--- src/inc/fidr_pkg.sv ---
// Package: pin map, autoselect codes and timing for the ID readout host
package fidr_pkg;
  // ***************************************************************
  // Address and data widths
  // ***************************************************************
  localparam int unsigned ADDR_W = 21;       // A20..A0 (word mode)
  localparam int unsigned DATA_W = 16;       // DQ15..DQ0
  localparam int unsigned SECT_W = 9;        // A20..A12 sector field
  localparam int unsigned BANK_W = 3;        // A20..A18 bank field
  localparam int unsigned SECT_LSB = 12;     // Sector field low bit
  localparam int unsigned BANK_LSB = 18;     // Bank field low bit
  // ***************************************************************
  // Low address selects (A3..A0) for each identifier read
  // ***************************************************************
  localparam logic [3:0] SEL_MANUF = 4'h0;   // A1=L A0=L
  localparam logic [3:0] SEL_DEV1 = 4'h1;    // LLLH
  localparam logic [3:0] SEL_DEV2 = 4'he;    // HHHL
  localparam logic [3:0] SEL_DEV3 = 4'hf;    // HHHH
  localparam logic [3:0] SEL_PROT = 4'h2;    // A1=H A0=L
  localparam logic [3:0] SEL_SECR = 4'h3;    // A1=H A0=H
  localparam int unsigned A6_BIT = 6;        // Must be low for all reads
  // ***************************************************************
  // Fixed response values
  // ***************************************************************
  localparam logic [7:0] DEV3_BOTTOM = 8'h00; // Third ID byte, bottom
  localparam logic [7:0] SECR_LOCKED = 8'h82; // Region factory locked
  localparam logic [7:0] SECR_OPEN = 8'h02;   // Region not locked
  localparam int unsigned PROT_BIT = 0;       // Protection flag bit
  localparam int unsigned LOCK_BIT = 7;       // Lock flag bit
  // ***************************************************************
  // Bottom-boot decode
  // ***************************************************************
  localparam logic [5:0] SECR_SECT_HI = 6'h00;   // Region sector A20..A15
  localparam logic [7:0] SECR_BYTE_END = 8'hff;  // Last byte offset
  localparam logic [6:0] SECR_WORD_END = 7'h7f;  // Last word offset
  localparam logic [6:0] MAIN_FIRST = 7'd48;     // First flagged main sector; 64K sectors start at 8
  // ***************************************************************
  // Timing
  // ***************************************************************
  localparam int unsigned CLK_MHZ = 200;         // Reference clock
  localparam int unsigned T_SETUP_NS = 100;      // Address/VID setup
  localparam int unsigned T_ACC_NS = 120;        // Read access wait
  localparam int unsigned SETUP_CYC =
    (T_SETUP_NS * CLK_MHZ + 999) / 1000;         // Rounded up
  localparam int unsigned ACC_CYC =
    (T_ACC_NS * CLK_MHZ + 999) / 1000;           // Rounded up
  localparam int unsigned CNT_W = 8;             // Wait counter width
endpackage : fidr_pkg

--- src/hdl/fidr_host.sv ---
// Host that drives the flash autoselect readout pins
`timescale 1ns/1ps
// Notes on behaviour
// RULE_01: Device returns ID codes on low byte.
// RULE_02: Hold A9 at high ID voltage.
// RULE_03: CS low, OE low, WE high, A6 low.
// RULE_04: Device ID read over three selects.
// RULE_05: Third ID byte shows boot placement.
// RULE_06: Protect verify: sector on A20-A12, A1=H A0=L.
// RULE_07: Secured indicator 82h locked, 02h open.
// RULE_08: Bank address on A20-A18 otherwise.
// RULE_09: Command route needs no high voltage.
// RULE_10: Byte mode adds A-1, word uses A0.
// RULE_11: Upper main sectors span 64K, six bits.
// RULE_12: Secured region at bottom, 256/128.
// RULE_13: Without ID mode, reads return array.
module fidr_host (
  // Clock and reset
  input wire logic i_ref_clk,
  input wire logic i_arst_n,
  // User request
  input wire logic i_start,
  input wire logic [2:0] i_kind,
  input wire logic [fidr_pkg::BANK_W-1:0] i_bank,
  input wire logic [fidr_pkg::SECT_W-1:0] i_sector_addr,
  input wire logic i_word_mode,
  // User answer
  output logic o_busy,
  output logic o_done,
  output logic [fidr_pkg::DATA_W-1:0] o_result,
  output logic o_flag,
  output logic o_main_sector,
  // Flash pins
  output logic o_chip_sel_n,
  output logic o_out_en_n,
  output logic o_wr_en_n,
  output logic [fidr_pkg::ADDR_W-1:0] o_addr,
  output logic o_byte_lsb,
  output logic o_width_word,
  output logic o_id_high_voltage,
  input wire logic [fidr_pkg::DATA_W-1:0] i_dq
);
  // ***************************************************************
  // Types and helpers
  // ***************************************************************
  typedef enum logic [2:0] {
    K_MANUF, K_DEV1, K_DEV2, K_DEV3, K_PROT, K_SECR
  } fidr_kind_type;
  typedef enum {S_IDLE, S_SETUP, S_READ, S_DONE} fidr_state_type;
  // Low address select for a read kind [RULE_03] [RULE_04]
  function automatic logic [3:0] sel_of(input logic [2:0] k);
    case (k)
      K_DEV1: sel_of = fidr_pkg::SEL_DEV1;
      K_DEV2: sel_of = fidr_pkg::SEL_DEV2;
      K_DEV3: sel_of = fidr_pkg::SEL_DEV3;
      K_PROT: sel_of = fidr_pkg::SEL_PROT; // [RULE_06]
      K_SECR: sel_of = fidr_pkg::SEL_SECR; // [RULE_07]
      default: sel_of = fidr_pkg::SEL_MANUF;
    endcase
  endfunction
  // ***************************************************************
  // State
  // ***************************************************************
  fidr_state_type state, next_state; // Sequencer state
  logic [fidr_pkg::CNT_W-1:0] cnt, next_cnt; // Wait counter
  logic [2:0] kind, next_kind; // Latched request kind
  logic busy, next_busy;
  logic done, next_done;
  logic [fidr_pkg::DATA_W-1:0] result, next_result;
  logic flag, next_flag;
  logic msec, next_msec;
  logic cs_n, next_cs_n;
  logic oe_n, next_oe_n;
  logic we_n, next_we_n;
  logic [fidr_pkg::ADDR_W-1:0] addr, next_addr;
  logic byte_lsb, next_byte_lsb;
  logic width_word, next_width_word;
  logic vid, next_vid;
  logic [6:0] sect_num; // Decoded sector number, unused beyond flag
  logic main_hit; // Sector number is MAIN_FIRST (48) or above
  logic sec_hit; // Address lands in secured region
  // ***************************************************************
  // Address decode of the requested sector
  // ***************************************************************
  fidr_decode u_decode (
    .i_sector_addr(i_sector_addr),
    .i_low_addr(8'h00),
    .i_word_mode(i_word_mode),
    .i_byte_lsb(1'b0),
    .o_sector_num(sect_num),
    .o_main_sector(main_hit),
    .o_secured_hit(sec_hit)
  );
  // ***************************************************************
  // Next-state logic
  // ***************************************************************
  always_comb begin
    next_state = state;
    next_cnt = cnt;
    next_kind = kind;
    next_busy = busy;
    next_done = 1'b0;
    next_result = result;
    next_flag = flag;
    next_msec = msec;
    next_cs_n = cs_n;
    next_oe_n = oe_n;
    next_we_n = 1'b1; // Never writes: WE stays high [RULE_03]
    next_addr = addr;
    next_byte_lsb = 1'b0;
    next_width_word = width_word;
    next_vid = vid;
    case (state)
      S_IDLE: begin
        if (i_start) begin
          // Pins set up before OE falls, high voltage on A9 [RULE_02]
          next_kind = i_kind;
          next_busy = 1'b1;
          next_vid = 1'b1; // Fixture method only [RULE_09]
          next_width_word = i_word_mode; // [RULE_10]
          next_addr = '0;
          next_addr[3:0] = sel_of(i_kind);
          next_addr[fidr_pkg::A6_BIT] = 1'b0; // [RULE_03]
          if (i_kind == K_PROT) begin
            next_addr[fidr_pkg::SECT_LSB +: fidr_pkg::SECT_W] =
              i_sector_addr; // [RULE_06]
          end else begin
            next_addr[fidr_pkg::BANK_LSB +: fidr_pkg::BANK_W] =
              i_bank; // [RULE_08]
          end
          next_msec = main_hit && !sec_hit; // [RULE_11] [RULE_12]
          next_cs_n = 1'b0; // [RULE_03]
          next_cnt = fidr_pkg::CNT_W'(fidr_pkg::SETUP_CYC);
          next_state = S_SETUP;
        end
      end
      S_SETUP: begin
        // Hold setup, then lower OE for the read
        if (cnt <= 1) begin
          next_oe_n = 1'b0; // [RULE_03]
          next_cnt = fidr_pkg::CNT_W'(fidr_pkg::ACC_CYC);
          next_state = S_READ;
        end else begin
          next_cnt = cnt - 1'b1;
        end
      end
      S_READ: begin
        if (cnt <= 1) begin
          // Sample low byte; upper byte kept only in word mode [RULE_01]
          next_result = width_word ? i_dq : {8'h00, i_dq[7:0]}; // [RULE_04]
          case (kind)
            K_PROT: next_flag = i_dq[fidr_pkg::PROT_BIT]; // [RULE_06]
            K_SECR: next_flag = i_dq[fidr_pkg::LOCK_BIT]; // [RULE_07]
            // Nonzero third byte means top boot [RULE_05]
            K_DEV3: next_flag = (i_dq[7:0] != fidr_pkg::DEV3_BOTTOM);
            default: next_flag = 1'b0;
          endcase
          next_oe_n = 1'b1;
          next_cs_n = 1'b1;
          next_vid = 1'b0; // Drop voltage: reads revert to array [RULE_13]
          next_state = S_DONE;
        end else begin
          next_cnt = cnt - 1'b1;
        end
      end
      S_DONE: begin
        next_done = 1'b1;
        next_busy = 1'b0;
        next_state = S_IDLE;
      end
      default: next_state = S_IDLE;
    endcase
  end
  // ***************************************************************
  // Registers; pins idle deselected after reset
  // ***************************************************************
  always_ff @(posedge i_ref_clk or negedge i_arst_n) begin
    if (!i_arst_n) begin
      state <= S_IDLE;
      cnt <= '0;
      kind <= 3'h0;
      busy <= 1'b0;
      done <= 1'b0;
      result <= '0;
      flag <= 1'b0;
      msec <= 1'b0;
      cs_n <= 1'b1;
      oe_n <= 1'b1;
      we_n <= 1'b1;
      addr <= '0;
      byte_lsb <= 1'b0;
      width_word <= 1'b0;
      vid <= 1'b0;
    end else begin
      state <= next_state;
      cnt <= next_cnt;
      kind <= next_kind;
      busy <= next_busy;
      done <= next_done;
      result <= next_result;
      flag <= next_flag;
      msec <= next_msec;
      cs_n <= next_cs_n;
      oe_n <= next_oe_n;
      we_n <= next_we_n;
      addr <= next_addr;
      byte_lsb <= next_byte_lsb;
      width_word <= next_width_word;
      vid <= next_vid;
    end
  end
  // ***************************************************************
  // Outputs straight from flip-flops
  // ***************************************************************
  assign o_busy = busy;
  assign o_done = done;
  assign o_result = result;
  assign o_flag = flag;
  assign o_main_sector = msec;
  assign o_chip_sel_n = cs_n;
  assign o_out_en_n = oe_n;
  assign o_wr_en_n = we_n;
  assign o_addr = addr;
  assign o_byte_lsb = byte_lsb;
  assign o_width_word = width_word;
  assign o_id_high_voltage = vid;
endmodule // fidr_host

--- src/hdl/fidr_decode.sv ---
// Bottom-boot sector and secured-region address decode
`timescale 1ns/1ps
module fidr_decode (
  // Address in
  input wire logic [fidr_pkg::SECT_W-1:0] i_sector_addr,
  input wire logic [7:0] i_low_addr,
  input wire logic i_word_mode,
  input wire logic i_byte_lsb,
  // Decode out
  output logic [6:0] o_sector_num,
  output logic o_main_sector,
  output logic o_secured_hit
);
  // ***************************************************************
  // Sector number: 8 small sectors then one per upper six bits
  // ***************************************************************
  always_comb begin
    if (i_sector_addr[8:3] == 6'h00) begin
      // Boot sectors SA0..SA7 use all nine bits
      o_sector_num = {4'h0, i_sector_addr[2:0]};
    end else begin
      // Upper main sectors ignore the low three bits [RULE_11]
      o_sector_num = 7'(i_sector_addr[8:3]) + 7'd7;
    end
    o_main_sector = (o_sector_num >= fidr_pkg::MAIN_FIRST); // [RULE_11]
  end
  // ***************************************************************
  // Secured region at bottom: 256 bytes or 128 words [RULE_12]
  // ***************************************************************
  always_comb begin
    if (i_word_mode) begin
      o_secured_hit = (i_sector_addr == 9'h000) && (i_low_addr[7] == 1'b0)
        && (i_low_addr[6:0] <= fidr_pkg::SECR_WORD_END); // [RULE_10]
    end else begin
      // Byte mode adds A-1 below A0
      o_secured_hit = (i_sector_addr == 9'h000) && (i_low_addr[7] == 1'b0)
        && ({i_low_addr[6:0], i_byte_lsb}
        <= fidr_pkg::SECR_BYTE_END); // [RULE_10]
    end
  end
endmodule // fidr_decode

--- config.mk ---
export PLATFORM = sky130hd
export DESIGN_NAME = fidr_host
export DESIGN_NICKNAME = d
export VERILOG_FILES = /design/src/inc/fidr_pkg.sv /design/src/hdl/fidr_host.sv /design/src/hdl/fidr_decode.sv
export SDC_FILE = /design/constraint.sdc
export NUM_CORES = 1
export LEC_CHECK = 0
export BUFFER_PORTS_ARGS = -buffer_cell sky130_fd_sc_hd__buf_2
export CORE_MARGIN = 10
export CORE_UTILIZATION = 50
export DETAILED_ROUTE_END_ITERATION = 8
export HOLD_SLACK_MARGIN = 0.1
export PLACE_DENSITY = 0.84
export REMOVE_ABC_BUFFERS = 1
export SLEW_MARGIN = 20
export SYNTH_ARGS = -nofsm -noshare
export SYNTH_HDL_FRONTEND = slang
export SYNTH_SLANG_ARGS = --single-unit
--- constraint.sdc ---
create_clock -name i_ref_clk -period 2.15 [get_ports i_ref_clk]
set_clock_uncertainty 0.15 [all_clocks]
set_input_delay 0.1075 -clock i_ref_clk [delete_from_list [all_inputs] [get_ports i_ref_clk]]
set_output_delay 0.1075 -clock i_ref_clk [all_outputs]
set_load 0.02 [all_outputs]
==> impl_metrics.toml, run 1 <==
[outcome]
run_status = "complete, no violations"

[synthesis]
ys_top_cells_by_count = "nand2_1 (58), dfrtp_1 (47), o21ai_0 (31), nor2_1 (14), buf_4 (12)"
synth_top_cell_by_area = "dfrtp_1"
synth_area_leaders = "dfrtp_1 (49%), nand2_1 (9.0%), o21ai_0 (6.4%)"
synthCells = 253
yosysTopAreaCellShare_pct = 48.6
ys_seq_elements = 49
synth_warnings = 0
ys_types = 44
yosysMostFrequentCell = "nand2_1"
synth_ff_type = "dfrtp_1"
synth_edf_count = 0
syn_avg_cell_area_sq_um = 9.57
netlist_area_sq_um = 2420
synth-async-reset-ratio_pct = 100
synth-seq-area-share_pct = 50.7

[flow_run]
cap_violations = 0

[route]
drt_iter0_markers = 139
drc = 0
avgViaCountPerCell = 4.89
first_pass_iters = 4
routed_wl_um = 6180
drtAntennaViolNets = 0
wl_per_cell_um = 14.4
dr_total_vias = 2093

[critical_path]
cpPeakStageDelay_ps = 580
endpoint_kind = "flop"
worstPathArrival_ps = 2100
rrSetupSlack_ps = 100
ff2ff_path_depth = 6
cp-start-kind = "input port"
endpoint = "o_main_sector$_DFFE_PN0P_"
crit_path_max_fanout = 3
rr_endpoint = "o_result[2]$_DFFE_PN0P_"
slowest_stage = "dlygate4sd3_1"
cpMostUsedCell = "dlygate4sd3_1"
required_ps = 2170
r2r-start = "cnt[0]$_DFFE_PN0P_"
worstSetupPathType = "in2reg"
cp_cell_sequence = "dlygate4sd3_1 -> buf_2 -> inv_1 -> ha_1 -> nand2b_1 -> nor3_1 -> a21o_1 -> a32oi_1 -> dlygate4sd3_1 -> o21ai_0"
startpoint = "i_sector_addr[3]"

[timing]
setup_viol = 0
hold_viol = 0
relSlewSlack_pct = 52.6
post-route-period-util_pct = 96.3
tightest_slew_ps = 711
rsz0062_at_grt = "false"
slew_violations = 0
timing.fmax_ghz = 0.483
fin_crit_ps = 2070

[clocking]
clockRootBuffer = "clkbuf_8"
cts.sink_count = 49
clockBufferDepth = 2
cts_resized = 0
cts_made_buffers = 5
path_clk_slew_ps = 90
cts_tree = "built"
insertion_delay_ps = 300
htreeDepth = 2

[layout]
design_area_sq_um = 3290
instances_no_fill = 428
num_antenna_cells = 0
fin_nets = 404
layout-drive-gt1-share_pct = 28.8
area.growth.synth_to_final_pct = 35.9

[die]
row_count = 25
core_area_sq_um = 4720
die_y_um = 89.6
dieArea_sq_um = 8030
num_io_pins = 82
initial_core_util_pct = 51.3
fp.dieW_um = 89.6

[global_route]
antenna_found_initial = 0
overflow = 0
grt_pass1_vias = 2088
grt_max_degree = 34
grt_use_total_pct = 15.3
grt_pass1_wl_um = 9840

[power]
leakagePower_nw = 1.65
p_per_area_nw_per_um2 = 1360
irDropWorstVdd_mv = 0.540

[hold_path]
worstHoldStart = "i_start"
hold_path.class = "in2reg"

[place]
globalplace.congestion = 0.807
place_area_sq_um = 2830
place_hpwl_um = 4320
port_buffers = 71
dpl.cell_count = 386
-- through the flow --
| stage | worst slack [ps] | power (W) | utilization, % | TNS [ps] | hold WS [ps] |
|---|---|---|---|---|---|
| floorplan | -55.7 | 0.00304 | - | -71.2 | -338 |
| global placement | 179 | 0.00368 | 59.9 | 0 | 43.4 |
| detailed placement | 118 | 0.00377 | 59.9 | 0 | 51.5 |
| CTS | 94.7 | 0.00450 | 69.7 | 0 | 113 |
| global route | 21.8 | 0.00482 | 69.7 | 0 | 165 |
| finish | 79.7 | 0.00449 | 69.7 | 0 | 121 |
-- state kept, by name (all words and copies together), names as in the netlist --
signal / flops
o_flag: 1
kind: 3
o_done: 1
o_out_en_n: 1
o_addr: 12
o_id_high_voltage: 1
o_width_word: 1
o_main_sector: 1
o_chip_sel_n: 1
o_result: 16
o_busy: 1
state: 2
cnt: 8
-- logic make-up after synthesis --
| kind of cell | after synthesis | synth area share, % |
|---|---|---|
| xor gates and xnor gates | 4 | 1.45 |
| buffers and inverters | 30 | 6.56 |
| muxes | 11 | 4.96 |
| AOI/OAI and AO/OA | 52 | 12.6 |
| adders and majority gates | 10 | 5.06 |
| DFF | 49 | 50.7 |
| and+or+nand+nor | 95 | 18.4 |
| other | 2 | 0.310 |
-- layout make-up --
cell class              count  area [sq um]
clock inverters             2          37.5
multi-input cells         182          1060
fillers                   348          1430
flip-flops and latches     49          1230
well taps                  67          83.8
repair buffers            111           753
inverters                  11          41.3
clock buffers               6          82.6
-- power breakdown --
part | total, W | switching, W | internal, W
Clock | 0.000683 | 0.000304 | 0.000378
Sequential | 0.00163 | 0.000297 | 0.00133
Combinational | 0.00218 | 0.00134 | 0.000846
-- layer usage --
| metal | vias up | wire length, um | track usage (%) |
|---|---|---|---|
| met3 | 10 | 573 | 4.42 |
| met5 | - | 0 | 0 |
| li1 | 1041 | - | - |
| met1 | 959 | 2590 | 18.2 |
| met4 | 0 | 85 | 5.06 |
| met2 | 83 | 2930 | 26.1 |
-- worst min path at each step --
stage,end,slack [ps],cells after the start
3_5_place_dp,o_result[15]$_DFFE_PN0P_,50,1
3_3_place_gp,o_result[15]$_DFFE_PN0P_,40,1
2_1_floorplan,cnt[0]$_DFFE_PN0P_,-340,0
4_1_cts,o_busy$_DFFE_PN0P_,110,5
6_report,o_busy$_DFFE_PN0P_,120,5
5_1_grt,state[0]$_DFFE_PN0P_,170,5
-- cells in the final DEF, fill, tap and decap left out, drive strengths merged, types with 8 or more instances in the layout --
master       netlist  layout
dfrtp             47      47
ha                 9       9
o21ai             33      33
a21oi              8       8
dlygate4sd3        0      34
conb               2      10
nand2             59      59
buf               13      77
mux2               8       8
inv               11      11
nor2              14      14
-- timing repair --
action / CTS / global route
endpoints found under the hold margin: 63 / 0
buffers inserted: 0 / 0
hold buffers: 34 / 0
-- critical path: cells and delay by family --
family,cells,cell delay [ps]
and+or+nand+nor,2,140
buffers and inverters,4,1270
AOI/OAI and AO/OA,3,390
adders and majority gates,1,180
(Power assumes the default switching activity.)
==> run 2: changes to the inputs <==
--- a/config.mk
+++ b/config.mk
@@ -7,10 +7,10 @@
 export LEC_CHECK = 0
 export BUFFER_PORTS_ARGS = -buffer_cell sky130_fd_sc_hd__buf_2
 export CORE_MARGIN = 10
-export CORE_UTILIZATION = 50
+export CORE_UTILIZATION = 54
 export DETAILED_ROUTE_END_ITERATION = 8
 export HOLD_SLACK_MARGIN = 0.1
-export PLACE_DENSITY = 0.84
+export PLACE_DENSITY = 0.9
 export REMOVE_ABC_BUFFERS = 1
 export SLEW_MARGIN = 20
 export SYNTH_ARGS = -nofsm -noshare
==> constraint.sdc (replaced) <==
create_clock -name i_ref_clk -period 2.61 [get_ports i_ref_clk]
set_clock_uncertainty 0.15 [all_clocks]
set_input_delay 0.1305 -clock i_ref_clk [delete_from_list [all_inputs] [get_ports i_ref_clk]]
set_output_delay 0.1305 -clock i_ref_clk [all_outputs]
set_load 0.02 [all_outputs]
==> run 2 against run 1 <==
Compared with the run above: count of clock-buffer cells in the layout increased by 1; global-route usage increased by 2.1 points; critical path depth fell by 3; power is 20% lower; final cell count is 4.0% lower; worst setup slack gained 340 ps.
==> impl_metrics.toml, run 2 (same netlist as run 1, synthesis figures left out) <==
[route]
wl_per_cell_um = 15.7
first_pass_iters = 4
avgViaCountPerCell = 5.20
drtAntennaViolNets = 0
routed_wl_um = 6460
dr_total_vias = 2138
drt_iter0_markers = 108
drc = 0

[timing]
hold_viol = 0
fin_crit_ps = 2190
rsz0062_at_grt = "false"
fin_hold_ws_ps = 110
setup_viol = 0
relSlewSlack_pct = 60.4
tightest_slew_ps = 594
timing.fmax_ghz = 0.457
finalSetupTns_ps = 0
slew_violations = 0
post-route-period-util_pct = 83.9
fin_ws_ps = 421

[critical_path]
required_ps = 2690
endpoint_kind = "flop"
worstSetupPathType = "in2reg"
cp-start-kind = "input port"
rrSetupSlack_ps = 440
worstPathArrival_ps = 2270
crit_path_max_fanout = 9
r2r-start = "cnt[0]$_DFFE_PN0P_"
startpoint = "i_kind[2]"

[layout]
final_common_cell = "buf_2"
area.growth.synth_to_final_pct = 32.7
layout-drive-gt1-share_pct = 27.6
largest_register_ffs = 16
fin_nets = 402
num_antenna_cells = 0
layout_common_cells = "buf_2 (70), nand2_1 (58), dfrtp_1 (47), dlygate4sd3_1 (35), o21ai_0 (31)"
design_area_sq_um = 3210

[hold_path]
hold_path.class = "in2reg"
worstHoldStart = "i_start"

[power]
total_power_w = 0.00359
irDropWorstVdd_mv = 0.577
leakagePower_nw = 1.62
p_per_area_nw_per_um2 = 1120

[clocking]
post_cts_buffers = 0
cts.sink_count = 49
cts_made_buffers = 5
cts_hold_buf = 35
clockRootBuffer = "clkbuf_8"
clockBufferDepth = 2
insertion_delay_ps = 310
cts_tree = "built"
cts_resized = 0
path_clk_slew_ps = 90
htreeDepth = 2

[die]
row_count = 24
core_area_sq_um = 4350
initial_core_util_pct = 55.6
num_io_pins = 82
die_y_um = 87.0
fp.dieW_um = 87.0
dieArea_sq_um = 7560

[global_route]
antenna_found_initial = 0
grt_max_degree = 50
grt_use_total_pct = 17.5
grt_pass1_vias = 2232
grt_pass1_wl_um = 10700
overflow = 0

[outcome]
run_status = "complete, no violations"

[place]
place_hpwl_um = 4340
place_area_sq_um = 2780
globalplace.congestion = 0.839
dp_slack_ps = 450
port_buffers = 71

[flow_run]
cap_violations = 0
[run 2: cell types whose count changed in the layout (fill, tap and decap cells not counted)]
cell	delta
buf_12	-1
buf_2	-1
buf_4	-1
bufinv_16	-1
clkbuf_1	+2
clkbuf_8	-1
dlygate4sd3_1	+1
[run 2: layout make-up]
cell class                      instances  area, sq um
Clock buffer                            7         76.3
Clock inverter                          1         7.51
Fill cell                             322         1140
Inverter                               11         41.3
Multi-Input combinational cell        182         1060
Sequential cell                        49         1230
Tap cell                               52         65.1
Timing Repair Buffer                  109          731
[run 2: power breakdown]
| part | internal, W | switching (W) | leakage [nW] |
|---|---|---|---|
| clock network | 0.000190 | 0.000252 | 0.0385 |
| logic | 0.000678 | 0.00112 | 0.965 |
| registers | 0.00109 | 0.000248 | 0.612 |
| total | 0.00196 | 0.00162 | 1.62 |
[run 2: metrics by stage]
stage,util (%),cells
3_5_place_dp,63.8,368
2_1_floorplan,-,242
4_1_cts,73.8,411
3_3_place_gp,63.8,368
5_1_grt,73.8,411
6_report,73.8,411
[run 2: worst paths after layout]
kind	cells after the start	to
setup / recovery	7	o_addr[19]$_DFFE_PN0P_
hold / removal	5	state[0]$_DFFE_PN0P_
setup reg to reg	6	o_result[6]$_DFFE_PN0P_
hold reg to reg	2	o_chip_sel_n$_DFFE_PN1P_
max in group asynchronous	2	cnt[6]$_DFFE_PN0P_
min in group asynchronous	2	o_result[15]$_DFFE_PN0P_
[run 2: layer usage]
layer | wire length, um | track usage (%)
met1 | 2650 | 20.4
met2 | 3180 | 29.1
met3 | 570 | 6.55
met4 | 68 | 5.15
met5 | 0 | 0
[run 2: worst max-delay path: stages]
cell and delay (ps):
dlygate4sd3_1 530, buf_2 120, inv_1 60, or3_1 550, mux2i_1 180, dlygate4sd3_1 570, o21ai_0 140
==> run 3: changes to the inputs <==
--- a/config.mk
+++ b/config.mk
@@ -7,10 +7,10 @@
 export LEC_CHECK = 0
 export BUFFER_PORTS_ARGS = -buffer_cell sky130_fd_sc_hd__buf_2
 export CORE_MARGIN = 10
-export CORE_UTILIZATION = 54
+export CORE_UTILIZATION = 45
 export DETAILED_ROUTE_END_ITERATION = 8
 export HOLD_SLACK_MARGIN = 0.1
-export PLACE_DENSITY = 0.9
+export PLACE_DENSITY = 0.81
 export REMOVE_ABC_BUFFERS = 1
 export SLEW_MARGIN = 20
 export SYNTH_ARGS = -nofsm -noshare
==> constraint.sdc (replaced) <==
create_clock -name i_ref_clk -period 1.9 [get_ports i_ref_clk]
set_clock_uncertainty 0.15 [all_clocks]
set_input_delay 0.095 -clock i_ref_clk [delete_from_list [all_inputs] [get_ports i_ref_clk]]
set_output_delay 0.095 -clock i_ref_clk [all_outputs]
set_load 0.02 [all_outputs]
==> run 3 against run 2 <==
Compared with the run above: final cell count rose by 7.5%; via count rose by 1.6%; global-route usage fell by 2.5 points; clock power rose by 75%; critical path type is now reg2reg.
==> impl_metrics.toml, run 3 (same netlist as run 1, synthesis figures left out) <==
[outcome]
run_status = "complete, no violations"

[layout]
largest_register_ffs = 16
final_core_util_pct = 66.4
area.growth.synth_to_final_pct = 41.8
layout_common_cells = "buf_2 (71), nand2_1 (58), dfrtp_1 (47), dlygate4sd3_1 (33), o21ai_0 (31)"
num_antenna_cells = 0
design_area_sq_um = 3430
layout-drive-gt1-share_pct = 33.1
fill_cells = 368
final_common_cell = "buf_2"
fin_nets = 415

[timing]
fin_hold_ws_ps = 109
finalSetupTns_ps = 0
rsz0062_at_grt = "true"
tightest_slew_ps = 509
relSlewSlack_pct = 66.0
setup_viol = 0
slew_violations = 0
fin_ws_ps = 60.0
fin_crit_ps = 1840
post-route-period-util_pct = 96.8
timing.fmax_ghz = 0.543
hold_viol = 0

[global_route]
overflow = 0
grt_pass1_wl_um = 10700
antenna_found_initial = 0
grt_pass1_vias = 2143
grt_max_degree = 30
grt_use_total_pct = 15.0

[clocking]
htreeDepth = 2
clockRootBuffer = "clkbuf_8"
cts_tree = "built"
cts.sink_count = 49
clockBufferDepth = 2
cts_made_buffers = 5
path_clk_slew_ps = 90
insertion_delay_ps = 310

[place]
place_hpwl_um = 4610
globalplace.congestion = 0.843
port_buffers = 71
place_area_sq_um = 2900
dp_slack_ps = -24.8

[route]
drtAntennaViolNets = 0
drc = 0
routed_wl_um = 6700
wl_per_cell_um = 15.2
dr_total_vias = 2172
drt_iter0_markers = 94
avgViaCountPerCell = 4.91
first_pass_iters = 4

[power]
irDropWorstVdd_mv = 0.652
p_per_area_nw_per_um2 = 1570
leakagePower_nw = 1.72

[die]
core_area_sq_um = 5170
row_count = 26
die_y_um = 93.4
fp.dieW_um = 93.4
initial_core_util_pct = 46.8
num_io_pins = 82
dieArea_sq_um = 8720

[hold_path]
hold_path.class = "in2reg"

[critical_path]
required_ps = 1950
crit_path_max_fanout = 5
worstSetupPathType = "reg2reg"
cp-start-kind = "flop"
worstPathArrival_ps = 1890
endpoint_kind = "flop"

[flow_run]
cap_violations = 0
==> run 3: cell count changes in the layout (fill, tap and decap cells not counted), sizes merged <==
cell and delta:
buf +15, dlygate4sd3 -2, bufinv +1, clkinvlp -1
==> run 3: routing by layer <==
metal / up-vias / GRT usage (%) / part of all wire [%]
met5: - / 0 / 0
met4: 0 / 5.27 / 1.9
met3: 11 / 5.04 / 8.2
met2: 88 / 25.1 / 48
met1: 1007 / 17.4 / 42
li1: 1066 / - / -
==> run 3: final timing paths <==
kind | startpoint | cells past startpoint | slack, ps | end
max | cnt[0]$_DFFE_PN0P_ | 8 | 60 | cnt[2]$_DFFE_PN0P_
min | i_start | 4 | 110 | kind[2]$_DFFE_PN0P_
max reg2reg | cnt[0]$_DFFE_PN0P_ | 8 | 60 | cnt[2]$_DFFE_PN0P_
min reg2reg | o_chip_sel_n$_DFFE_PN1P_ | 2 | 320 | o_chip_sel_n$_DFFE_PN1P_
max in group asynchronous | i_arst_n | 3 | 830 | o_out_en_n$_DFFE_PN1P_
min in group asynchronous | i_arst_n | 2 | 170 | o_result[2]$_DFFE_PN0P_
==> run 3: layout make-up <==
class                           instances  area, sq um  share of cell area (%)
Clock buffer                            7         86.3                    2.51
Clock inverter                          1         30.0                   0.874
Inverter                               11         41.3                    1.20
Multi-Input combinational cell        182         1110                    32.3
Sequential cell                        49         1230                    35.8
Tap cell                               70         87.6                    2.55
Timing Repair Buffer                  122          850                    24.7
==> run 3: report_power, final <==
part / internal (W) / leakage, nW / switching (W) / total, W
clock: 0.000429 / 0.0585 / 0.000344 / 0.000774
combinational: 0.00113 / 1.05 / 0.00165 / 0.00278
sequential: 0.00150 / 0.612 / 0.000327 / 0.00183
==> run 3: timing repair <==
item / CTS / global route
gates resized for setup: 1 / 13
setup buffers: 2 / 3
hold endpoints to repair: 82 / 0
pin swaps: 1 / 4
setup endpoints to repair: 12 / 24
hold buffers: 33 / 0
==> run 3: through the flow <==
stage	power, W	std cells
2_1_floorplan	0.00344	242
3_3_place_gp	0.00426	396
3_5_place_dp	0.00437	396
4_1_cts	0.00523	439
5_1_grt	0.00577	442
6_report	0.00539	442
==> run 3: worst max-delay path, stage by stage, from the launching register on <==
cell and delay [ps]:
dfrtp_1 410, inv_2 70, ha_2 170, or2_4 130, buf_4 120, nand3_4 100
a21oi_4 240, o21ai_2 80, a32o_1 260
